--- src/verilog/clk_startup_pkg.sv ---
/*
 Constants, encodings and carrier types for the clock source and start-up controller.
 Assumes one 50 MHz system clock (mclk) and a synchronous active-low reset (rstn).
*/
// Operation
// - Two-bit source field picks external, reserved, calibrated internal or low-frequency oscillator.
// - A fuse bit at 1 means unprogrammed, at 0 means programmed.
// - Default fuses: calibrated oscillator, longest start-up, divide-by-eight programmed.
// - Internal reset stays asserted for a time-out after other resets release.
// - Time-out counts watchdog oscillator cycles chosen by start-up and reset-pin-disable fields.
// - Time-out is 0, 4096 or 8192 watchdog cycles; code 11 and source 01 reserved.
// - Ripple count of selected oscillator cycles keeps reset until stable, then run.
// - Reset start-up uses time-out plus oscillator time; power-down wake uses oscillator time only.
// - Wake from power-down is 6 cycles; reset adds 14 cycles plus time-out.
// - Programmed reset-pin-disable fuse stretches start-up code 00 to the 4096 time-out.
// - During reset the factory trim value is loaded into the trim register.
// - Software may overwrite the trim register while running; oscillator follows it.
// - Watchdog oscillator keeps clocking the watchdog and time-out whatever the source.
// - Programmed divide-by-eight fuse divides the oscillator by 8 for the system clock.
// - Clocks to unused modules are gated by sleep mode; core clock stop halts core.
// - Asynchronous interrupt and start-condition detection stay enabled in every sleep mode.
// - Converter clock is its own domain, running while core and peripheral clocks stop.
// - Fast two-wire clock is the undivided source; flash clock follows the core clock.
// - Low-frequency source uses the same 6 and 14 cycle start-up delays.
package clk_startup_pkg;

   // =====================================================================
   // Fuse field encodings
   localparam logic [1:0] SRC_EXT    = 2'h0;
   localparam logic [1:0] SRC_RSVD   = 2'h1;
   localparam logic [1:0] SRC_RC     = 2'h2;
   localparam logic [1:0] SRC_LF     = 2'h3;
   localparam logic [1:0] SUT_NONE   = 2'h0;
   localparam logic [1:0] SUT_SHORT  = 2'h1;
   localparam logic [1:0] SUT_LONG   = 2'h2;
   localparam logic [1:0] SUT_RSVD   = 2'h3;
   localparam logic       FUSE_PROG  = 1'h0;
   localparam logic       FUSE_UNPRG = 1'h1;

   // =====================================================================
   // Sleep modes
   localparam logic [1:0] SLP_IDLE   = 2'h0;
   localparam logic [1:0] SLP_CONV   = 2'h1;
   localparam logic [1:0] SLP_PDOWN  = 2'h2;

   // =====================================================================
   // Timing counts
   localparam int unsigned TOUT_SHORT_WDT = 4096;
   localparam int unsigned TOUT_LONG_WDT  = 8192;
   localparam int          CNT_W          = 14;
   localparam logic [13:0] OSC_RESET_CYC  = 14'h000e;
   localparam logic [13:0] OSC_WAKE_CYC   = 14'h0006;
   localparam logic [2:0]  DIV8_LAST      = 3'h7;
   localparam logic [7:0]  TRIM_RST       = 8'h00;

   // =====================================================================
   // Synchroniser bit positions
   localparam int IN_WDT  = 0;
   localparam int IN_EXT  = 1;
   localparam int IN_RC   = 2;
   localparam int IN_LF   = 3;
   localparam int IN_RSTN = 4;
   localparam int IN_WAKE = 5;
   localparam int IN_FUSE = 6;
   localparam int SYNC_W  = 12;

   typedef struct packed {
      logic [1:0] src;
      logic [1:0] startup_time_select;
      logic       div8_n;
      logic       rstdis_n;
   } fuse_cfg_t;

   localparam fuse_cfg_t CFG_DEFAULT = '{src: SRC_RC, startup_time_select: SUT_LONG,
                                         div8_n: FUSE_PROG, rstdis_n: FUSE_UNPRG};

   typedef struct packed {
      logic core;
      logic periph;
      logic flash;
      logic conv;
   } clk_gate_t;

   typedef enum logic [2:0] {
      ST_HOLD, ST_TOUT, ST_OSC, ST_RUN, ST_SLEEP, ST_PDOWN, ST_WAKE
   } seq_st_t;

endpackage

--- src/verilog/pin_sync.sv ---
/*
 Two-flop synchroniser bank with rising-edge detect per bit.
 Assumes sampled pins toggle well below half the mclk rate.
*/
`timescale 1ns/100ps
module pin_sync
   import clk_startup_pkg::*;
#(
   parameter int W = 1
)
(
   input  wire logic         mclk,
   input  wire logic         rstn,
   input  wire logic [W-1:0] pin,
   output logic      [W-1:0] lvl,
   output logic      [W-1:0] rise
);

   typedef struct packed {
      logic [W-1:0] s1;
      logic [W-1:0] s2;
      logic [W-1:0] s3;
   } sync_t;

   sync_t cur_r;
   sync_t cur_nxt;

   // =====================================================================
   // First stage feeds only the second
   always_comb
   begin
      cur_nxt    = cur_r;
      cur_nxt.s1 = pin;
      cur_nxt.s2 = cur_r.s1;
      cur_nxt.s3 = cur_r.s2;
   end

   always_ff @(posedge mclk)
   begin
      if (!rstn)
         cur_r <= '0;
      else
         cur_r <= cur_nxt;
   end

   assign lvl  = cur_r.s2;
   assign rise = cur_r.s2 & ~cur_r.s3;

endmodule

--- src/verilog/tick_divider.sv ---
/*
 Divide-by-eight pulse divider for the system clock tick.
 Assumes tick_in is a one-cycle pulse on mclk.
*/
`timescale 1ns/100ps
module tick_divider
   import clk_startup_pkg::*;
(
   input  wire logic mclk,
   input  wire logic rstn,
   input  wire logic clr,
   input  wire logic div_en,
   input  wire logic tick_in,
   output logic      tick_out
);

   typedef struct packed {
      logic [2:0] cnt;
   } div_t;

   div_t cur_r;
   div_t cur_nxt;

   // =====================================================================
   // Phase counter
   always_comb
   begin
      cur_nxt = cur_r;
      if (clr)
         cur_nxt.cnt = 3'h0;
      else if (tick_in)
         cur_nxt.cnt = 3'(cur_r.cnt + 3'h1);
   end

   always_ff @(posedge mclk)
   begin
      if (!rstn)
         cur_r <= '0;
      else
         cur_r <= cur_nxt;
   end

   assign tick_out = tick_in & (!div_en | (cur_r.cnt == DIV8_LAST));

endmodule

--- src/verilog/clk_startup_ctrl.sv ---
/*
 Clock source selection, start-up reset sequencer, trim load and clock gating.
 Assumes oscillators, the other-reset line, wake line and fuses arrive as
 asynchronous pins; factory_trim and the trim write port are on mclk.
*/
`timescale 1ns/100ps
module clk_startup_ctrl
   import clk_startup_pkg::*;
#(
   parameter int unsigned TOUT_SHORT = TOUT_SHORT_WDT,
   parameter int unsigned TOUT_LONG  = TOUT_LONG_WDT
)
(
   input  wire logic       mclk,
   input  wire logic       rstn,
   input  wire logic       wdt_osc_pin,
   input  wire logic       ext_clk_pin,
   input  wire logic       rc_osc_pin,
   input  wire logic       lf_osc_pin,
   input  wire logic       other_reset_n_pin,
   input  wire logic       wake_pin,
   input  wire fuse_cfg_t  fuse_pins,
   input  wire logic [7:0] factory_trim,
   input  wire logic       trim_wr,
   input  wire logic [7:0] trim_wdata,
   input  wire logic       sleep_req,
   input  wire logic [1:0] sleep_mode,
   output logic            core_reset,
   output logic            sys_clk_tick,
   output logic            fast_two_wire_tick,
   output clk_gate_t       clk_gate,
   output logic [7:0]      oscillator_trim_register,
   output logic            wdt_osc_enable,
   output logic            async_detect_enable,
   output fuse_cfg_t       active_cfg
);

   typedef struct packed {
      seq_st_t          st;
      logic [CNT_W-1:0] cnt;
      fuse_cfg_t        cfg;
      logic [1:0]       smode;
      logic [7:0]       trim;
      logic             core_reset;
      logic             sys_tick;
      logic             fast_tick;
      clk_gate_t        gate;
      logic             wdt_en;
      logic             async_en;
   } ctrl_t;

   localparam ctrl_t CTRL_RST = '{st: ST_HOLD, cnt: '0, cfg: CFG_DEFAULT,
                                  smode: SLP_IDLE, trim: TRIM_RST, core_reset: 1'b1,
                                  sys_tick: 1'b0, fast_tick: 1'b0, gate: '0,
                                  wdt_en: 1'b0, async_en: 1'b0};

   ctrl_t            cur_r;
   ctrl_t            cur_nxt;
   logic [SYNC_W-1:0] sync_lvl;
   logic [SYNC_W-1:0] sync_rise;
   logic             src_tick;
   logic             div_tick;
   logic             div_clr;
   fuse_cfg_t        fuse_lvl;

   // =====================================================================
   // Input synchronisers
   pin_sync #(
      .W (SYNC_W)
   ) u_sync (
      .mclk (mclk),
      .rstn (rstn),
      .pin  ({fuse_pins, wake_pin, other_reset_n_pin,
              lf_osc_pin, rc_osc_pin, ext_clk_pin, wdt_osc_pin}),
      .lvl  (sync_lvl),
      .rise (sync_rise)
   );

   assign fuse_lvl = fuse_cfg_t'(sync_lvl[SYNC_W-1:IN_FUSE]);

   // =====================================================================
   // Decoders
   // Reserved source falls back to the calibrated oscillator so a bad fuse still boots
   function automatic fuse_cfg_t norm_cfg(input fuse_cfg_t f);
      fuse_cfg_t r;
      r = f;
      if (f.src == SRC_RSVD)
         r.src = SRC_RC;
      if (f.startup_time_select == SUT_RSVD)
         r.startup_time_select = SUT_LONG;
      return r;
   endfunction

   // Watchdog cycle count of the reset time-out
   function automatic logic [CNT_W-1:0] tout_cycles(input fuse_cfg_t f);
      fuse_cfg_t n;
      logic [CNT_W-1:0] c;
      n = norm_cfg(f);
      case (n.startup_time_select)
         SUT_NONE:  c = (n.rstdis_n == FUSE_PROG) ? CNT_W'(TOUT_SHORT) : '0;
         SUT_SHORT: c = CNT_W'(TOUT_SHORT);
         default:   c = CNT_W'(TOUT_LONG);
      endcase
      return c;
   endfunction

   function automatic logic sel_tick(input logic [1:0] src, input logic [SYNC_W-1:0] r);
      logic t;
      case (src)
         SRC_EXT: t = r[IN_EXT];
         SRC_LF:  t = r[IN_LF];
         default: t = r[IN_RC];
      endcase
      return t;
   endfunction

   assign src_tick = sel_tick(cur_r.cfg.src, sync_rise);
   assign div_clr  = (cur_r.st == ST_HOLD);

   // =====================================================================
   // System clock divider
   tick_divider u_div (
      .mclk     (mclk),
      .rstn     (rstn),
      .clr      (div_clr),
      .div_en   (cur_r.cfg.div8_n == FUSE_PROG),
      .tick_in  (src_tick),
      .tick_out (div_tick)
   );

   // =====================================================================
   // Start-up sequencer
   always_comb
   begin
      cur_nxt = cur_r;
      case (cur_r.st)
         ST_HOLD:
         begin
            // Fuses follow the pins only here, then stay frozen
            cur_nxt.cfg  = norm_cfg(fuse_lvl);
            cur_nxt.trim = factory_trim;
            cur_nxt.cnt  = '0;
            if (sync_lvl[IN_RSTN])
               cur_nxt.st = (tout_cycles(fuse_lvl) == '0) ? ST_OSC : ST_TOUT;
         end
         ST_TOUT:
         begin
            // Timed on the watchdog oscillator, not the chip source
            if (sync_rise[IN_WDT])
            begin
               cur_nxt.cnt = CNT_W'(cur_r.cnt + 1'b1);
               if (cur_nxt.cnt == tout_cycles(cur_r.cfg))
               begin
                  cur_nxt.st  = ST_OSC;
                  cur_nxt.cnt = '0;
               end
            end
         end
         ST_OSC:
         begin
            if (src_tick)
            begin
               cur_nxt.cnt = CNT_W'(cur_r.cnt + 1'b1);
               if (cur_nxt.cnt == OSC_RESET_CYC)
                  cur_nxt.st = ST_RUN;
            end
         end
         ST_RUN:
         begin
            if (trim_wr)
               cur_nxt.trim = trim_wdata;
            if (sleep_req)
            begin
               cur_nxt.smode = sleep_mode;
               cur_nxt.st    = (sleep_mode[1]) ? ST_PDOWN : ST_SLEEP;
            end
         end
         ST_SLEEP:
         begin
            if (sync_lvl[IN_WAKE])
               cur_nxt.st = ST_RUN;
         end
         ST_PDOWN:
         begin
            cur_nxt.cnt = '0;
            if (sync_lvl[IN_WAKE])
               cur_nxt.st = ST_WAKE;
         end
         ST_WAKE:
         begin
            if (src_tick)
            begin
               cur_nxt.cnt = CNT_W'(cur_r.cnt + 1'b1);
               if (cur_nxt.cnt == OSC_WAKE_CYC)
                  cur_nxt.st = ST_RUN;
            end
         end
         default:
            cur_nxt.st = ST_HOLD;
      endcase
      if (!sync_lvl[IN_RSTN])
         cur_nxt.st = ST_HOLD;

      // Registered outputs; reset and gates from the next state, ticks gated on the current state
      cur_nxt.core_reset  = (cur_nxt.st == ST_HOLD) || (cur_nxt.st == ST_TOUT)
                            || (cur_nxt.st == ST_OSC);
      cur_nxt.gate.core   = (cur_nxt.st == ST_RUN);
      cur_nxt.gate.flash  = (cur_nxt.st == ST_RUN);
      cur_nxt.gate.periph = (cur_nxt.st == ST_RUN)
                            || ((cur_nxt.st == ST_SLEEP) && (cur_nxt.smode == SLP_IDLE));
      // Converter keeps its own gate through the noise-reduction sleep
      cur_nxt.gate.conv   = (cur_nxt.st == ST_RUN) || (cur_nxt.st == ST_SLEEP);
      cur_nxt.sys_tick    = div_tick && (cur_r.st != ST_PDOWN);
      cur_nxt.fast_tick   = src_tick && (cur_r.st != ST_PDOWN);
      cur_nxt.wdt_en      = 1'b1;
      cur_nxt.async_en    = 1'b1;
   end

   always_ff @(posedge mclk)
   begin
      if (!rstn)
         cur_r <= CTRL_RST;
      else
         cur_r <= cur_nxt;
   end

   assign core_reset               = cur_r.core_reset;
   assign sys_clk_tick             = cur_r.sys_tick;
   assign fast_two_wire_tick       = cur_r.fast_tick;
   assign clk_gate                 = cur_r.gate;
   assign oscillator_trim_register = cur_r.trim;
   assign wdt_osc_enable           = cur_r.wdt_en;
   assign async_detect_enable      = cur_r.async_en;
   assign active_cfg               = cur_r.cfg;

   // =====================================================================
   // Checks
   property p_hold_resets;
      @(posedge mclk) disable iff (!rstn)
      !sync_lvl[IN_RSTN] |=> core_reset && (cur_r.st == ST_HOLD);
   endproperty
   a_hold_resets: assert property (p_hold_resets) else $error("reset not held");

   property p_tout_bound;
      @(posedge mclk) disable iff (!rstn)
      (cur_r.st == ST_TOUT) |-> (cur_r.cnt < tout_cycles(cur_r.cfg));
   endproperty
   a_tout_bound: assert property (p_tout_bound) else $error("timeout overrun");

   property p_release;
      @(posedge mclk) disable iff (!rstn)
      $fell(core_reset) |-> ($past(cur_r.st) == ST_OSC)
                            && ($past(cur_r.cnt) == OSC_RESET_CYC - 14'h1);
   endproperty
   a_release: assert property (p_release) else $error("early release");

   property p_wake_no_reset;
      @(posedge mclk) disable iff (!rstn)
      (cur_r.st == ST_PDOWN) && sync_lvl[IN_WAKE] && sync_lvl[IN_RSTN]
      |=> (cur_r.st == ST_WAKE) && !core_reset;
   endproperty
   a_wake_no_reset: assert property (p_wake_no_reset) else $error("wake used timeout");

   property p_trim_load;
      @(posedge mclk) disable iff (!rstn)
      (cur_r.st == ST_HOLD) |=> (oscillator_trim_register == $past(factory_trim));
   endproperty
   a_trim_load: assert property (p_trim_load) else $error("trim not loaded");

   property p_trim_write;
      @(posedge mclk) disable iff (!rstn)
      (cur_r.st == ST_RUN) && trim_wr |=> (oscillator_trim_register == $past(trim_wdata));
   endproperty
   a_trim_write: assert property (p_trim_write) else $error("trim write lost");

   property p_cfg_frozen;
      @(posedge mclk) disable iff (!rstn)
      (cur_r.st != ST_HOLD) |=> $stable(active_cfg);
   endproperty
   a_cfg_frozen: assert property (p_cfg_frozen) else $error("fuses changed");

   property p_no_rsvd_src;
      @(posedge mclk) disable iff (!rstn)
      (active_cfg.src != SRC_RSVD) && (active_cfg.startup_time_select != SUT_RSVD);
   endproperty
   a_no_rsvd_src: assert property (p_no_rsvd_src) else $error("reserved code used");

   property p_flash_core;
      @(posedge mclk) disable iff (!rstn)
      clk_gate.core |-> clk_gate.flash && clk_gate.conv && !core_reset;
   endproperty
   a_flash_core: assert property (p_flash_core) else $error("gate mismatch");

   property p_div_spacing;
      @(posedge mclk) disable iff (!rstn)
      sys_clk_tick && (active_cfg.div8_n == FUSE_PROG) |=> !sys_clk_tick [*2];
   endproperty
   a_div_spacing: assert property (p_div_spacing) else $error("divide too fast");

   property p_tout_entry;
      @(posedge mclk) disable iff (!rstn)
      (cur_r.st == ST_HOLD) && sync_lvl[IN_RSTN] && (tout_cycles(fuse_lvl) != '0)
      |=> (cur_r.st == ST_TOUT) && core_reset;
   endproperty
   a_tout_entry: assert property (p_tout_entry) else $error("time-out skipped");

   property p_osc_entry;
      @(posedge mclk) disable iff (!rstn)
      (cur_r.st == ST_TOUT) && sync_rise[IN_WDT] && sync_lvl[IN_RSTN]
      && (cur_r.cnt == tout_cycles(cur_r.cfg) - 14'h1)
      |=> (cur_r.st == ST_OSC) && (cur_r.cnt == '0);
   endproperty
   a_osc_entry: assert property (p_osc_entry) else $error("time-out length wrong");

   property p_tout_reset;
      @(posedge mclk) disable iff (!rstn)
      ((cur_r.st == ST_TOUT) || (cur_r.st == ST_OSC)) |-> core_reset;
   endproperty
   a_tout_reset: assert property (p_tout_reset) else $error("reset dropped early");

   property p_wake_release;
      @(posedge mclk) disable iff (!rstn)
      (cur_r.st == ST_WAKE) && src_tick && sync_lvl[IN_RSTN]
      && (cur_r.cnt == OSC_WAKE_CYC - 14'h1)
      |=> (cur_r.st == ST_RUN) && clk_gate.core && !core_reset;
   endproperty
   a_wake_release: assert property (p_wake_release) else $error("wake count wrong");

   property p_pdown_quiet;
      @(posedge mclk) disable iff (!rstn)
      (cur_r.st == ST_PDOWN)
      |=> !sys_clk_tick && !fast_two_wire_tick && (clk_gate == 4'h0);
   endproperty
   a_pdown_quiet: assert property (p_pdown_quiet) else $error("clock in power-down");

   property p_sleep_gates;
      @(posedge mclk) disable iff (!rstn)
      (cur_r.st == ST_SLEEP) |-> clk_gate.conv && !clk_gate.core && !clk_gate.flash;
   endproperty
   a_sleep_gates: assert property (p_sleep_gates) else $error("sleep gates wrong");

   property p_fast_tick;
      @(posedge mclk) disable iff (!rstn)
      src_tick && (cur_r.st != ST_PDOWN) |=> fast_two_wire_tick;
   endproperty
   a_fast_tick: assert property (p_fast_tick) else $error("fast tick lost");

   property p_always_on;
      @(posedge mclk) disable iff (!rstn)
      1'b1 |=> wdt_osc_enable && async_detect_enable;
   endproperty
   a_always_on: assert property (p_always_on) else $error("enable dropped");

endmodule

--- config.mk ---
export PLATFORM = sky130hd
export DESIGN_NAME = clk_startup_ctrl
export DESIGN_NICKNAME = d
export VERILOG_FILES = /design/src/verilog/clk_startup_pkg.sv /design/src/verilog/pin_sync.sv /design/src/verilog/tick_divider.sv /design/src/verilog/clk_startup_ctrl.sv
export SDC_FILE = /design/constraint.sdc
export NUM_CORES = 1
export LEC_CHECK = 0
export ABC_AREA = 1
export BUFFER_PORTS_ARGS = -buffer_cell sky130_fd_sc_hd__buf_2
export CAP_MARGIN = 15
export CORE_ASPECT_RATIO = 1.75
export CORE_MARGIN = 2
export CORE_UTILIZATION = 29
export CTS_CLUSTER_DIAMETER = 80
export DETAILED_ROUTE_END_ITERATION = 10
export SLEW_MARGIN = 0
export SYNTH_ARGS = -nofsm -noshare
export SYNTH_HDL_FRONTEND = slang
export SYNTH_SLANG_ARGS = --single-unit
export TNS_END_PERCENT = 20
--- constraint.sdc ---
create_clock -name mclk -period 4.7 [get_ports mclk]
set_input_delay 0.94 -clock mclk [delete_from_list [all_inputs] [get_ports mclk]]
set_output_delay 0.94 -clock mclk [all_outputs]
set_load 0.05 [all_outputs]
==> metrics.yaml, run 1 <==
vias_per_cell: 4.629
antenna_cells: 0
post_dp_cell_area_mm2: 0.003649
critPathArrivalTime_ns: 2.72
cts_tree: "done"
synth_fp_nets: 519
path_cells: "inv_1 -> ha_1 -> nand3b_1 -> nand2_1 -> inv_1 -> o21ai_2 -> inv_1 -> o22ai_1 -> and2_1"
vias: 3032
initial_core_util_pct: 29.58
grt_pass1_vias: 3001
cts_sinks: 71
cts_hold_buf: 0
gp_congestion: 0.8863
syn_to_final_growth_pct: 17.55
die_h_um: 147.0
synth.top_cell.area_share_pct: 41.97
clock_path_buffers: 2
fin_nets: 555
crit_required_ns: 4.98
status: "complete, no violations"
postSynthCellCount: 479
htreeDepth: 3
final_area_mm2: 0.003981
firstDrtPassIters: 4
grt_usage_pct: 13.24
place_hpwl_um: 6186
grt_pass1_wl_um: 13140
irDropWorstVdd_v: 0.0002979
synth.largest_area_cell: "dfxtp_1"
slew_headroom_pct: 42.76
grt_max_degree: 46
synth_edf_count: 0
tightest_slew_ns: 0.8529
synth_warnings: 0
path_common_cell: "inv_1"
ant_nets: 0
yosys_most_used_dff: "dfxtp_1"
ios: 57
first_iter_violations: 165
leakagePower_nw: 1.905
crit_family: "compound AO/OA/AOI/OAI gates"
fin_crit_ns: 2.445
worst-path-max-fanout: 15
clk_latency_ns: 0.33
grt_overflow: 0
core_area_mm2: 0.01145
cp_num_cells: 9
cts_resized: 0
setup_violations: 0
routed_wl_um: 7958
final_layout_size_suffix_gt1_share_pct: 19.62
maxCapViolCount: 0
skew_ns: 0.008275
antenna_found_initial: 0
die_area_mm2: 0.01259
yosysMostFrequentCell: "nand2_1"
ys_seq_area_share_pct: 41.97
fin_crit_sh_pct: 52.01
power_density_mw_per_mm2: 373.3
min_path_cells: 2
fmax_mhz: 409.1
cp_num_buf_inv: 3
netlist_top_cells_count: "nand2_1, dfxtp_1, inv_1, nor2_1, nand3_1"
crit_slowest_cell: "o21ai_2"
slowest_delay_ns: 0.53
routedWlPerCell_um: 12.15
hold_viol_final: 0
synthesis.area_per_instance_um2: 7.071
async_flop_share_pct: 0
synthesis.area_mm2: 0.003387
final_util_pct: 34.77
ys_ff_latch: 71
clock-root-buffer: "clkbuf_16"
postCtsSetupBuffers: 0
port_buffers: 56
rows: 52
start_kind: "register"
whs_ns: 0.4015
fillers: 1233
end_kind: "register"
drv_slew: 0
synth_area_leaders: "dfxtp_1, nand2_1, inv_1"
die_x_um: 85.70
fin_setup_tns_ns: 0
path_class: "reg -> reg"
rsz0062_at_grt: "false"
min_path_type: "reg -> reg"
synth_cell_types: 33
ff2ff_path_depth: 9
cts_made_buffers: 9
drc_errors: 0
clk_pin_slew_worst_paths_ns: 0.06
==> kinds of logic (layout without fill, tap and decap cells) <==
family / after synthesis / after routing / synth area share [%]
mux: 1 / 1 / 0.2955
buf+inv: 103 / 144 / 13.63
simple gates: 241 / 241 / 32.47
compound gates: 55 / 55 / 8.903
flops: 71 / 71 / 41.97
fa+ha+maj: 6 / 6 / 2.216
xor+xnor: 2 / 2 / 0.5173
==> where the power goes <==
| part | leakage [nW] | switching (mW) | internal [mW] |
|---|---|---|---|
| clock network | 0.158 | 0.252 | 0.492 |
| logic | 1.17 | 0.0764 | 0.0330 |
| registers | 0.582 | 0.0105 | 0.622 |
| total | 1.90 | 0.339 | 1.15 |
==> sequential cells by signal (all words and copies together) (netlist names) <==
register                  flops
fast_two_wire_tick            1
u_div.cur_r                   3
u_sync.cur_r                  4
oscillator_trim_register      8
cur_r                        19
clk_gate                      3
u_sync.cur_nxt               12
u_sync.lvl                   12
active_cfg                    6
async_detect_enable           1
sys_clk_tick                  1
core_reset                    1
==> path summary, 6_finish.rpt <==
path | start | end | slack (ns)
worst max-delay path | active_cfg[4] | cur_r[26] | 2.26
worst min-delay path | u_sync.cur_nxt[15] | u_sync.lvl[3] | 0.40
worst max register to register | active_cfg[4] | cur_r[26] | 2.26
worst min register to register | u_sync.cur_nxt[15] | u_sync.lvl[3] | 0.40
==> metrics by stage <==
stage / worst slack, ns / instances / total power, mW
6_report: 2.255 / 655 / 1.486
5_1_grt: 1.971 / 655 / 1.544
4_1_cts: 2.246 / 655 / 1.501
3_5_place_dp: 2.201 / 639 / 0.7562
3_3_place_gp: 2.266 / 639 / 0.7532
2_1_floorplan: 2.785 / 479 / 0.7308
==> layout by cell type, fill, tap and decap left out, types with 2 or more instances in the layout <==
| cell type | count |
|---|---|
| nand4_1 | 16 |
| o21ai_2 | 2 |
| buf_2 | 56 |
| clkbuf_8 | 2 |
| a31oi_1 | 9 |
| nand3b_1 | 7 |
| o21ai_1 | 2 |
| dfxtp_1 | 71 |
| xor2_1 | 2 |
| inv_2 | 3 |
| nor4_1 | 2 |
| nand2_1 | 121 |
| nand3_1 | 24 |
| clkbuf_16 | 9 |
| bufinv_16 | 2 |
| nor2_2 | 8 |
| ha_1 | 6 |
| o21ai_0 | 21 |
| nor2_1 | 42 |
| nor3_1 | 3 |
| clkinvlp_4 | 2 |
| nand3_2 | 3 |
| nor2_4 | 2 |
| a21oi_1 | 18 |
| nand2_2 | 9 |
| inv_1 | 68 |
==> worst reg2reg max path, delay by kind of cell, from the launching register on <==
family / cells / cell delay, ns
compound gates: 2 / 0.74
fa+ha+maj: 1 / 0.29
buf+inv: 3 / 0.51
flops: 1 / 0.34
simple gates: 3 / 0.50
==> cell type report <==
type                       count  area (um^2)  area share [%]
tap                          135        168.9           4.243
timing repair buffer          57        287.8           7.228
clock buffer                  11        252.7           6.348
inverter                      71        266.5           6.694
multi-input combinational    305         1504           37.77
clock inverter                 5        80.08           2.011
sequential                    71         1421           35.70
==> per-layer routing <==
metal  share of wire (%)  vias up  track usage, %
met2                  55       81           24.84
li1                    -     1563               -
met4                 4.5        0           8.492
met3                 3.7       26           2.697
met1                  37     1362           12.63
met5                   0        -               0
Power figures use the tool's default switching activity.
==> run 2, diff against run 1 <==
==> constraint.sdc (replaced) <==
create_clock -name mclk -period 2.1 [get_ports mclk]
set_input_delay 0.42 -clock mclk [delete_from_list [all_inputs] [get_ports mclk]]
set_output_delay 0.42 -clock mclk [all_outputs]
set_load 0.05 [all_outputs]
==> run 2 against run 1 <==
  * Critical path type unchanged
  * Sequential power rose by 120%
  * Maximum frequency rose by 21%
  * Critical endpoint is now cur_r[37]
  * Worst hold slack got worse by 0.13 ns
  * Highest routed layer unchanged
  * Sequential share of layout area down 2.1 points
  * Worst setup slack worse by 2.2 ns
  * Clock power grew 110%
==> metrics.yaml, run 2 (same netlist as run 1, synthesis figures left out) <==
drc_errors: 0  # unchanged
antenna_cells: 0  # unchanged
min_from: "wdt_osc_pin"
port_buffers: 56  # unchanged
ant_nets: 0  # unchanged
grt_usage_pct: 12.76  # -0.48 points
leakagePower_nw: 2.046  # +7.4%
clk_pin_slew_worst_paths_ns: 0.06  # about the same
drv_slew: 0  # unchanged
dp.cells: 658  # +3.0%
fin_crit_sh_pct: 95.88  # +44 points
die_area_mm2: 0.01259  # unchanged
cts_tree: "done"
initial_core_util_pct: 29.58  # unchanged
most-common-layout-cells: "nand2_1, inv_1, dfxtp_1, buf_2, nor2_1"
antenna_found_initial: 0  # unchanged
maxCapViolCount: 0  # unchanged
routedWlPerCell_um: 11.75  # -3.3%
htreeDepth: 3  # unchanged
multi_input_area_mm2: 0.001640  # +9.1%
grt_overflow: 0  # unchanged
final_common_cell: "nand2_1"
die_x_um: 85.70  # unchanged
fmax_mhz: 496.7  # +21%
grt_max_degree: 45  # -2.2%
gp_congestion: 0.8946  # +0.94%
clk_latency_ns: 0.33  # about the same
firstDrtPassIters: 4  # unchanged
min_path_type: "in -> reg"
fillers: 1205  # -2.3%
slowest_delay_ns: 0.36  # -0.17 ns
hold_viol_final: 0  # unchanged
path_cells: "ha_4 -> nand2_4 -> nor2_4 -> nand4_1 -> nand3b_1 -> nand3_2 -> nor2_2 -> nand2_1 -> nand2_1 -> nand2_2 -> buf_4 -> nand4_1 -> a21oi_1"
first_iter_violations: 147  # -11%
status: "complete, no violations"
clock-root-buffer: "clkbuf_16"
path_class: "reg -> reg"
core_area_mm2: 0.01145  # unchanged
instances_no_fill: 676  # +3.2%
seqCellArea_mm2: 0.001438  # +1.1%
place_hpwl_um: 6047  # -2.2%
cts_made_buffers: 9  # unchanged
regMostFlops: "cur_r"
cts_hold_buf: 0  # unchanged
critPathArrivalTime_ns: 2.22  # -0.50 ns
crit_start: "cur_r[25]"
rows: 52  # unchanged
end_kind: "register"
syn_to_final_growth_pct: 26.27
slew_headroom_pct: 65.76  # +23 points
fin_nets: 577  # +4.0%
cts_sinks: 71  # unchanged
crit_required_ns: 2.30  # -2.68 ns
clock_path_buffers: 2  # unchanged
grt_pass1_wl_um: 12790  # -2.6%
setup_violations: 0  # unchanged
routed_wl_um: 7946  # -0.15%
rsz0062_at_grt: "true"
power_density_mw_per_mm2: 752.7  # +100%
final_util_pct: 37.35  # +2.6 points
crit_slowest_cell: "dfxtp_4"
fin_crit_ns: 2.013  # -0.4311 ns
final_layout_size_suffix_gt1_share_pct: 29.21  # +9.6 points
cp_num_buf_inv: 1  # -2
grt_pass1_vias: 2945  # -1.9%
vias: 3088  # +1.8%
fin_setup_tns_ns: 0  # unchanged
tightest_slew_ns: 0.5007  # -0.3522 ns
irDropWorstVdd_v: 0.0004574  # +54%
start_kind: "register"
worst-path-max-fanout: 6  # -9
crit_family: "simple AND/OR/NAND/NOR gates"
r2r-start: "cur_r[25]"
ios: 57  # unchanged
largest_register_ffs: 19  # unchanged
vias_per_cell: 4.568  # -1.3%
die_h_um: 147.0  # unchanged
skew_ns: 0.007244  # -0.001030 ns
-- run 2: cell types whose count changed in the layout (fill, tap and decap cells not counted), moves of 3 or more --
cell	delta
dfxtp_4	+3
nand3_1	-4
dfxtp_2	+4
buf_4	+21
nand2_1	-12
nand3_2	+3
nor2_4	+5
nand2_2	+10
nor2_1	-6
dfxtp_1	-7
-- run 2: routing by layer --
metal  part of all wire, %  GRT usage (%)  up-vias
li1                      -              -     1612
met1                    39          13.07     1388
met2                    54          23.28       69
met3                   3.0          2.640       19
met4                   3.3          7.460        0
met5                     0              0        -
-- run 2: path summary, 6_finish.rpt --
kind	endpoint	slack [ns]	cells after the start
min reg2reg	u_sync.lvl[9]	0.41	2
max	cur_r[37]	0.09	13
min	u_sync.cur_nxt[12]	0.27	3
max reg2reg	cur_r[37]	0.09	13
-- run 2: cell type report --
cell class | count | share of cell area (%)
Clock buffer | 11 | 5.910
Clock inverter | 4 | 1.258
Inverter | 71 | 6.232
Multi-Input combinational cell | 305 | 38.36
Sequential cell | 71 | 33.62
Tap cell | 135 | 3.950
Timing Repair Buffer | 79 | 10.68
-- run 2: worst register-to-register path: stages (launching register included) --
cell and delay [ns]:
dfxtp_4 0.36, ha_4 0.17, nand2_4 0.06, nor2_4 0.20, nand4_1 0.19, nand3b_1 0.18, nand3_2 0.09, nor2_2 0.12
nand2_1 0.07, nand2_1 0.07, nand2_2 0.07, buf_4 0.15, nand4_1 0.08, a21oi_1 0.07
-- run 2: through the flow --
step / hold slack, ns / area, um^2 / power, mW / setup slack (ns)
after floorplan: 0.3905 / 3387 / 1.636 / 0.2297
after global placement: 0.3914 / 3791 / 1.701 / 0.02682
after detailed placement: 0.3962 / 3791 / 1.707 / -0.002789
after CTS: 0.2588 / 4114 / 3.254 / 0.001734
after global routing: 0.2710 / 4277 / 3.339 / -0.06662
final: 0.2694 / 4277 / 3.219 / 0.08653
-- run 2: what timing repair did --
action,4_1_cts,5_1_grt
buffers inserted,1,2
gates resized for setup,3,45
endpoints found under the setup margin,1,13
pin swaps,3,14
-- run 2: power by group --
| part | internal (mW) | total, mW | switching [mW] | leakage (nW) |
|---|---|---|---|---|
| logic | 0.0866 | 0.268 | 0.181 | 1.32 |
| clock network | 0.980 | 1.54 | 0.559 | 0.144 |
| registers | 1.39 | 1.41 | 0.0218 | 0.586 |
==> run 3, diff against run 2 <==
--- a/config.mk
+++ b/config.mk
@@ -9,8 +9,7 @@
 export BUFFER_PORTS_ARGS = -buffer_cell sky130_fd_sc_hd__buf_2
 export CAP_MARGIN = 15
 export CORE_ASPECT_RATIO = 1.75
-export CORE_MARGIN = 2
-export CORE_UTILIZATION = 29
+export CORE_UTILIZATION = 25
 export CTS_CLUSTER_DIAMETER = 80
 export DETAILED_ROUTE_END_ITERATION = 10
 export SLEW_MARGIN = 0
==> constraint.sdc (replaced) <==
create_clock -name mclk -period 2.6 [get_ports mclk]
set_input_delay 0.52 -clock mclk [delete_from_list [all_inputs] [get_ports mclk]]
set_output_delay 0.52 -clock mclk [all_outputs]
set_load 0.05 [all_outputs]
==> run 3 against run 2 <==
  * Wire length fell by 1.7%
  * Worst hold slack improved by 0.094 ns
  * Core utilization fell by 6.4 points
  * Clock power fell by 21%
  * Global-route usage fell by 1.2 points
  * Non-clock buffer count fell by 15
  * Worst setup slack improved by 0.29 ns
  * Maximum frequency fell by 9.6%
  * Critical endpoint is now cur_r[29]
  * Largest power group unchanged
  * Highest routed layer unchanged
==> metrics.yaml, run 3 (same netlist as run 1, synthesis figures left out) <==
status: "complete, no violations"
postCtsSetupBuffers: 0  # -1
cts_tree: "done"
ff2ff_path_depth: 12  # -1
final_layout_size_suffix_gt1_share_pct: 20.68  # -8.5 points
firstDrtPassIters: 4  # unchanged
cts_made_buffers: 9  # unchanged
vias_per_cell: 4.299  # -5.9%
die_x_um: 89.99  # +5.0%
regMostFlops: "cur_r"
ant_nets: 0  # unchanged
routedWlPerCell_um: 11.19  # -4.8%
reg2reg_to: "cur_r[29]"
place_hpwl_um: 6118  # +1.2%
cts_sinks: 71  # unchanged
port_buffers: 56  # unchanged
clock-root-buffer: "clkbuf_16"
routed_wl_um: 7813  # -1.7%
htreeDepth: 3  # unchanged
slew_headroom_pct: 70.27  # +4.5 points
critPathArrivalTime_ns: 2.50  # +0.28 ns
worst-path-max-fanout: 14  # +8
fin_crit_sh_pct: 85.66  # -10 points
setup_violations: 0  # unchanged
first_iter_violations: 136  # -7.5%
path_class: "reg -> reg"
maxCapViolCount: 0  # unchanged
largest_register_ffs: 19  # unchanged
syn_to_final_growth_pct: 19.43
clk_latency_ns: 0.33  # about the same
antenna_cells: 0  # unchanged
grt_pass1_vias: 2792  # -5.2%
power_density_mw_per_mm2: 635.0  # -16%
fillers: 1472  # +22%
fin_setup_tns_ns: 0  # unchanged
die_area_mm2: 0.01404  # +11%
leakagePower_nw: 1.925  # -5.9%
hold_viol_final: 0  # unchanged
most-common-layout-cells: "nand2_1, dfxtp_1, inv_1, buf_2, nor2_1"
end_kind: "register"
ios: 57  # unchanged
fmax_mhz: 449.0  # -9.6%
skew_ns: 0.004123  # -0.003122 ns
crit_required_ns: 2.88  # +0.58 ns
antenna_found_initial: 0  # unchanged
cts_hold_buf: 0  # unchanged
min_path_type: "in -> reg"
vias: 3001  # -2.8%
grt_usage_pct: 11.56  # -1.2 points
start_kind: "register"
clk_pin_slew_worst_paths_ns: 0.06  # about the same
p_total_mw: 2.569  # -20%
grt_overflow: 0  # unchanged
gp_congestion: 0.8577  # -4.1%
core_area_mm2: 0.01308  # +14%
grt_pass1_wl_um: 12680  # -0.86%
rows: 55  # +5.8%
fin_crit_ns: 2.227  # +0.2138 ns
fin_nets: 562  # -2.6%
irDropWorstVdd_v: 0.0003488  # -24%
tightest_slew_ns: 0.4454  # -0.05538 ns
regToRegSetupSlack_ns: 0.37  # +0.29 ns
crit_path_end: "cur_r[29]"
crit_start: "cur_r[39]"
die_h_um: 156.0  # +6.1%
drv_slew: 0  # unchanged
rsz0062_at_grt: "false"
grt_max_degree: 45  # unchanged
seqCellArea_mm2: 0.001421  # -1.1%
drc_errors: 0  # unchanged
clock_path_buffers: 2  # unchanged
r2r-start: "cur_r[39]"
cts_resized: 0  # -3
final_common_cell: "nand2_1"
multi_input_area_mm2: 0.001504  # -8.3%
initial_core_util_pct: 25.90  # -3.7 points
==> run 3: changes by cell type in the layout (fill, tap and decap cells not counted), moves of 5 or more <==
cell,before,now
buf_4,22,8
nor2_4,7,2
nand2_1,109,121
dfxtp_1,64,71
nand2_2,19,9
nor2_1,36,42
==> run 3: how the worst min path moves through the flow <==
| stage | slack, ns | end | from | cells after the start |
|---|---|---|---|---|
| finish | 0.36 | u_sync.cur_nxt[18] | fuse_pins[0] | 3 |
| global route | 0.36 | u_sync.cur_nxt[22] | fuse_pins[4] | 3 |
| CTS | 0.35 | u_sync.cur_nxt[18] | fuse_pins[0] | 3 |
| detailed placement | 0.40 | u_sync.lvl[10] | u_sync.cur_nxt[22] | 2 |
| global placement | 0.39 | u_sync.lvl[1] | u_sync.cur_nxt[13] | 2 |
| floorplan | 0.39 | u_sync.lvl[0] | u_sync.cur_nxt[12] | 2 |
==> run 3: worst max-delay path, stage by stage (launching register included) <==
cell,delay [ns]
dfxtp_1,0.58
nor2_1,0.12
nand2_1,0.12
inv_2,0.09
nor3_2,0.20
inv_1,0.10
o21ai_2,0.15
inv_1,0.12
nor2_1,0.25
nand2_2,0.15
nor2_1,0.17
a21oi_1,0.06
nor2_1,0.08
==> run 3: metal layers <==
| layer | track usage [%] | up-vias | wire, um |
|---|---|---|---|
| li1 | - | 1578 | - |
| met1 | 11.09 | 1362 | 2891 |
| met2 | 22.97 | 50 | 4535 |
| met3 | 2.339 | 11 | 223 |
| met4 | 5.837 | 0 | 163 |
| met5 | 0 | - | 0 |
==> run 3: final cells by class <==
class | count | share of cell area, %
multi-input cells | 305 | 37.18
repair buffers | 64 | 8.413
clock inverters | 7 | 1.825
well taps | 171 | 5.289
clock buffers | 9 | 5.568
inverters | 71 | 6.588
flip-flops and latches | 71 | 35.14
==> run 3: through the flow <==
step / hold slack (ns) / setup WS, ns / util [%] / cells / cell area (um^2)
floorplan: 0.3905 / 0.7297 / - / 479 / 3387
global placement: 0.3923 / 0.3818 / 28.65 / 682 / 3746
detailed placement: 0.3979 / 0.3896 / 28.65 / 682 / 3746
CTS: 0.3531 / 0.3676 / 30.94 / 698 / 4045
global route: 0.3581 / 0.09254 / 30.94 / 698 / 4045
finish: 0.3631 / 0.3727 / 30.94 / 698 / 4045
==> run 3: power breakdown <==
group	internal, mW	switching (mW)
clock network	0.743	0.478
registers	1.12	0.0176
logic	0.0644	0.141
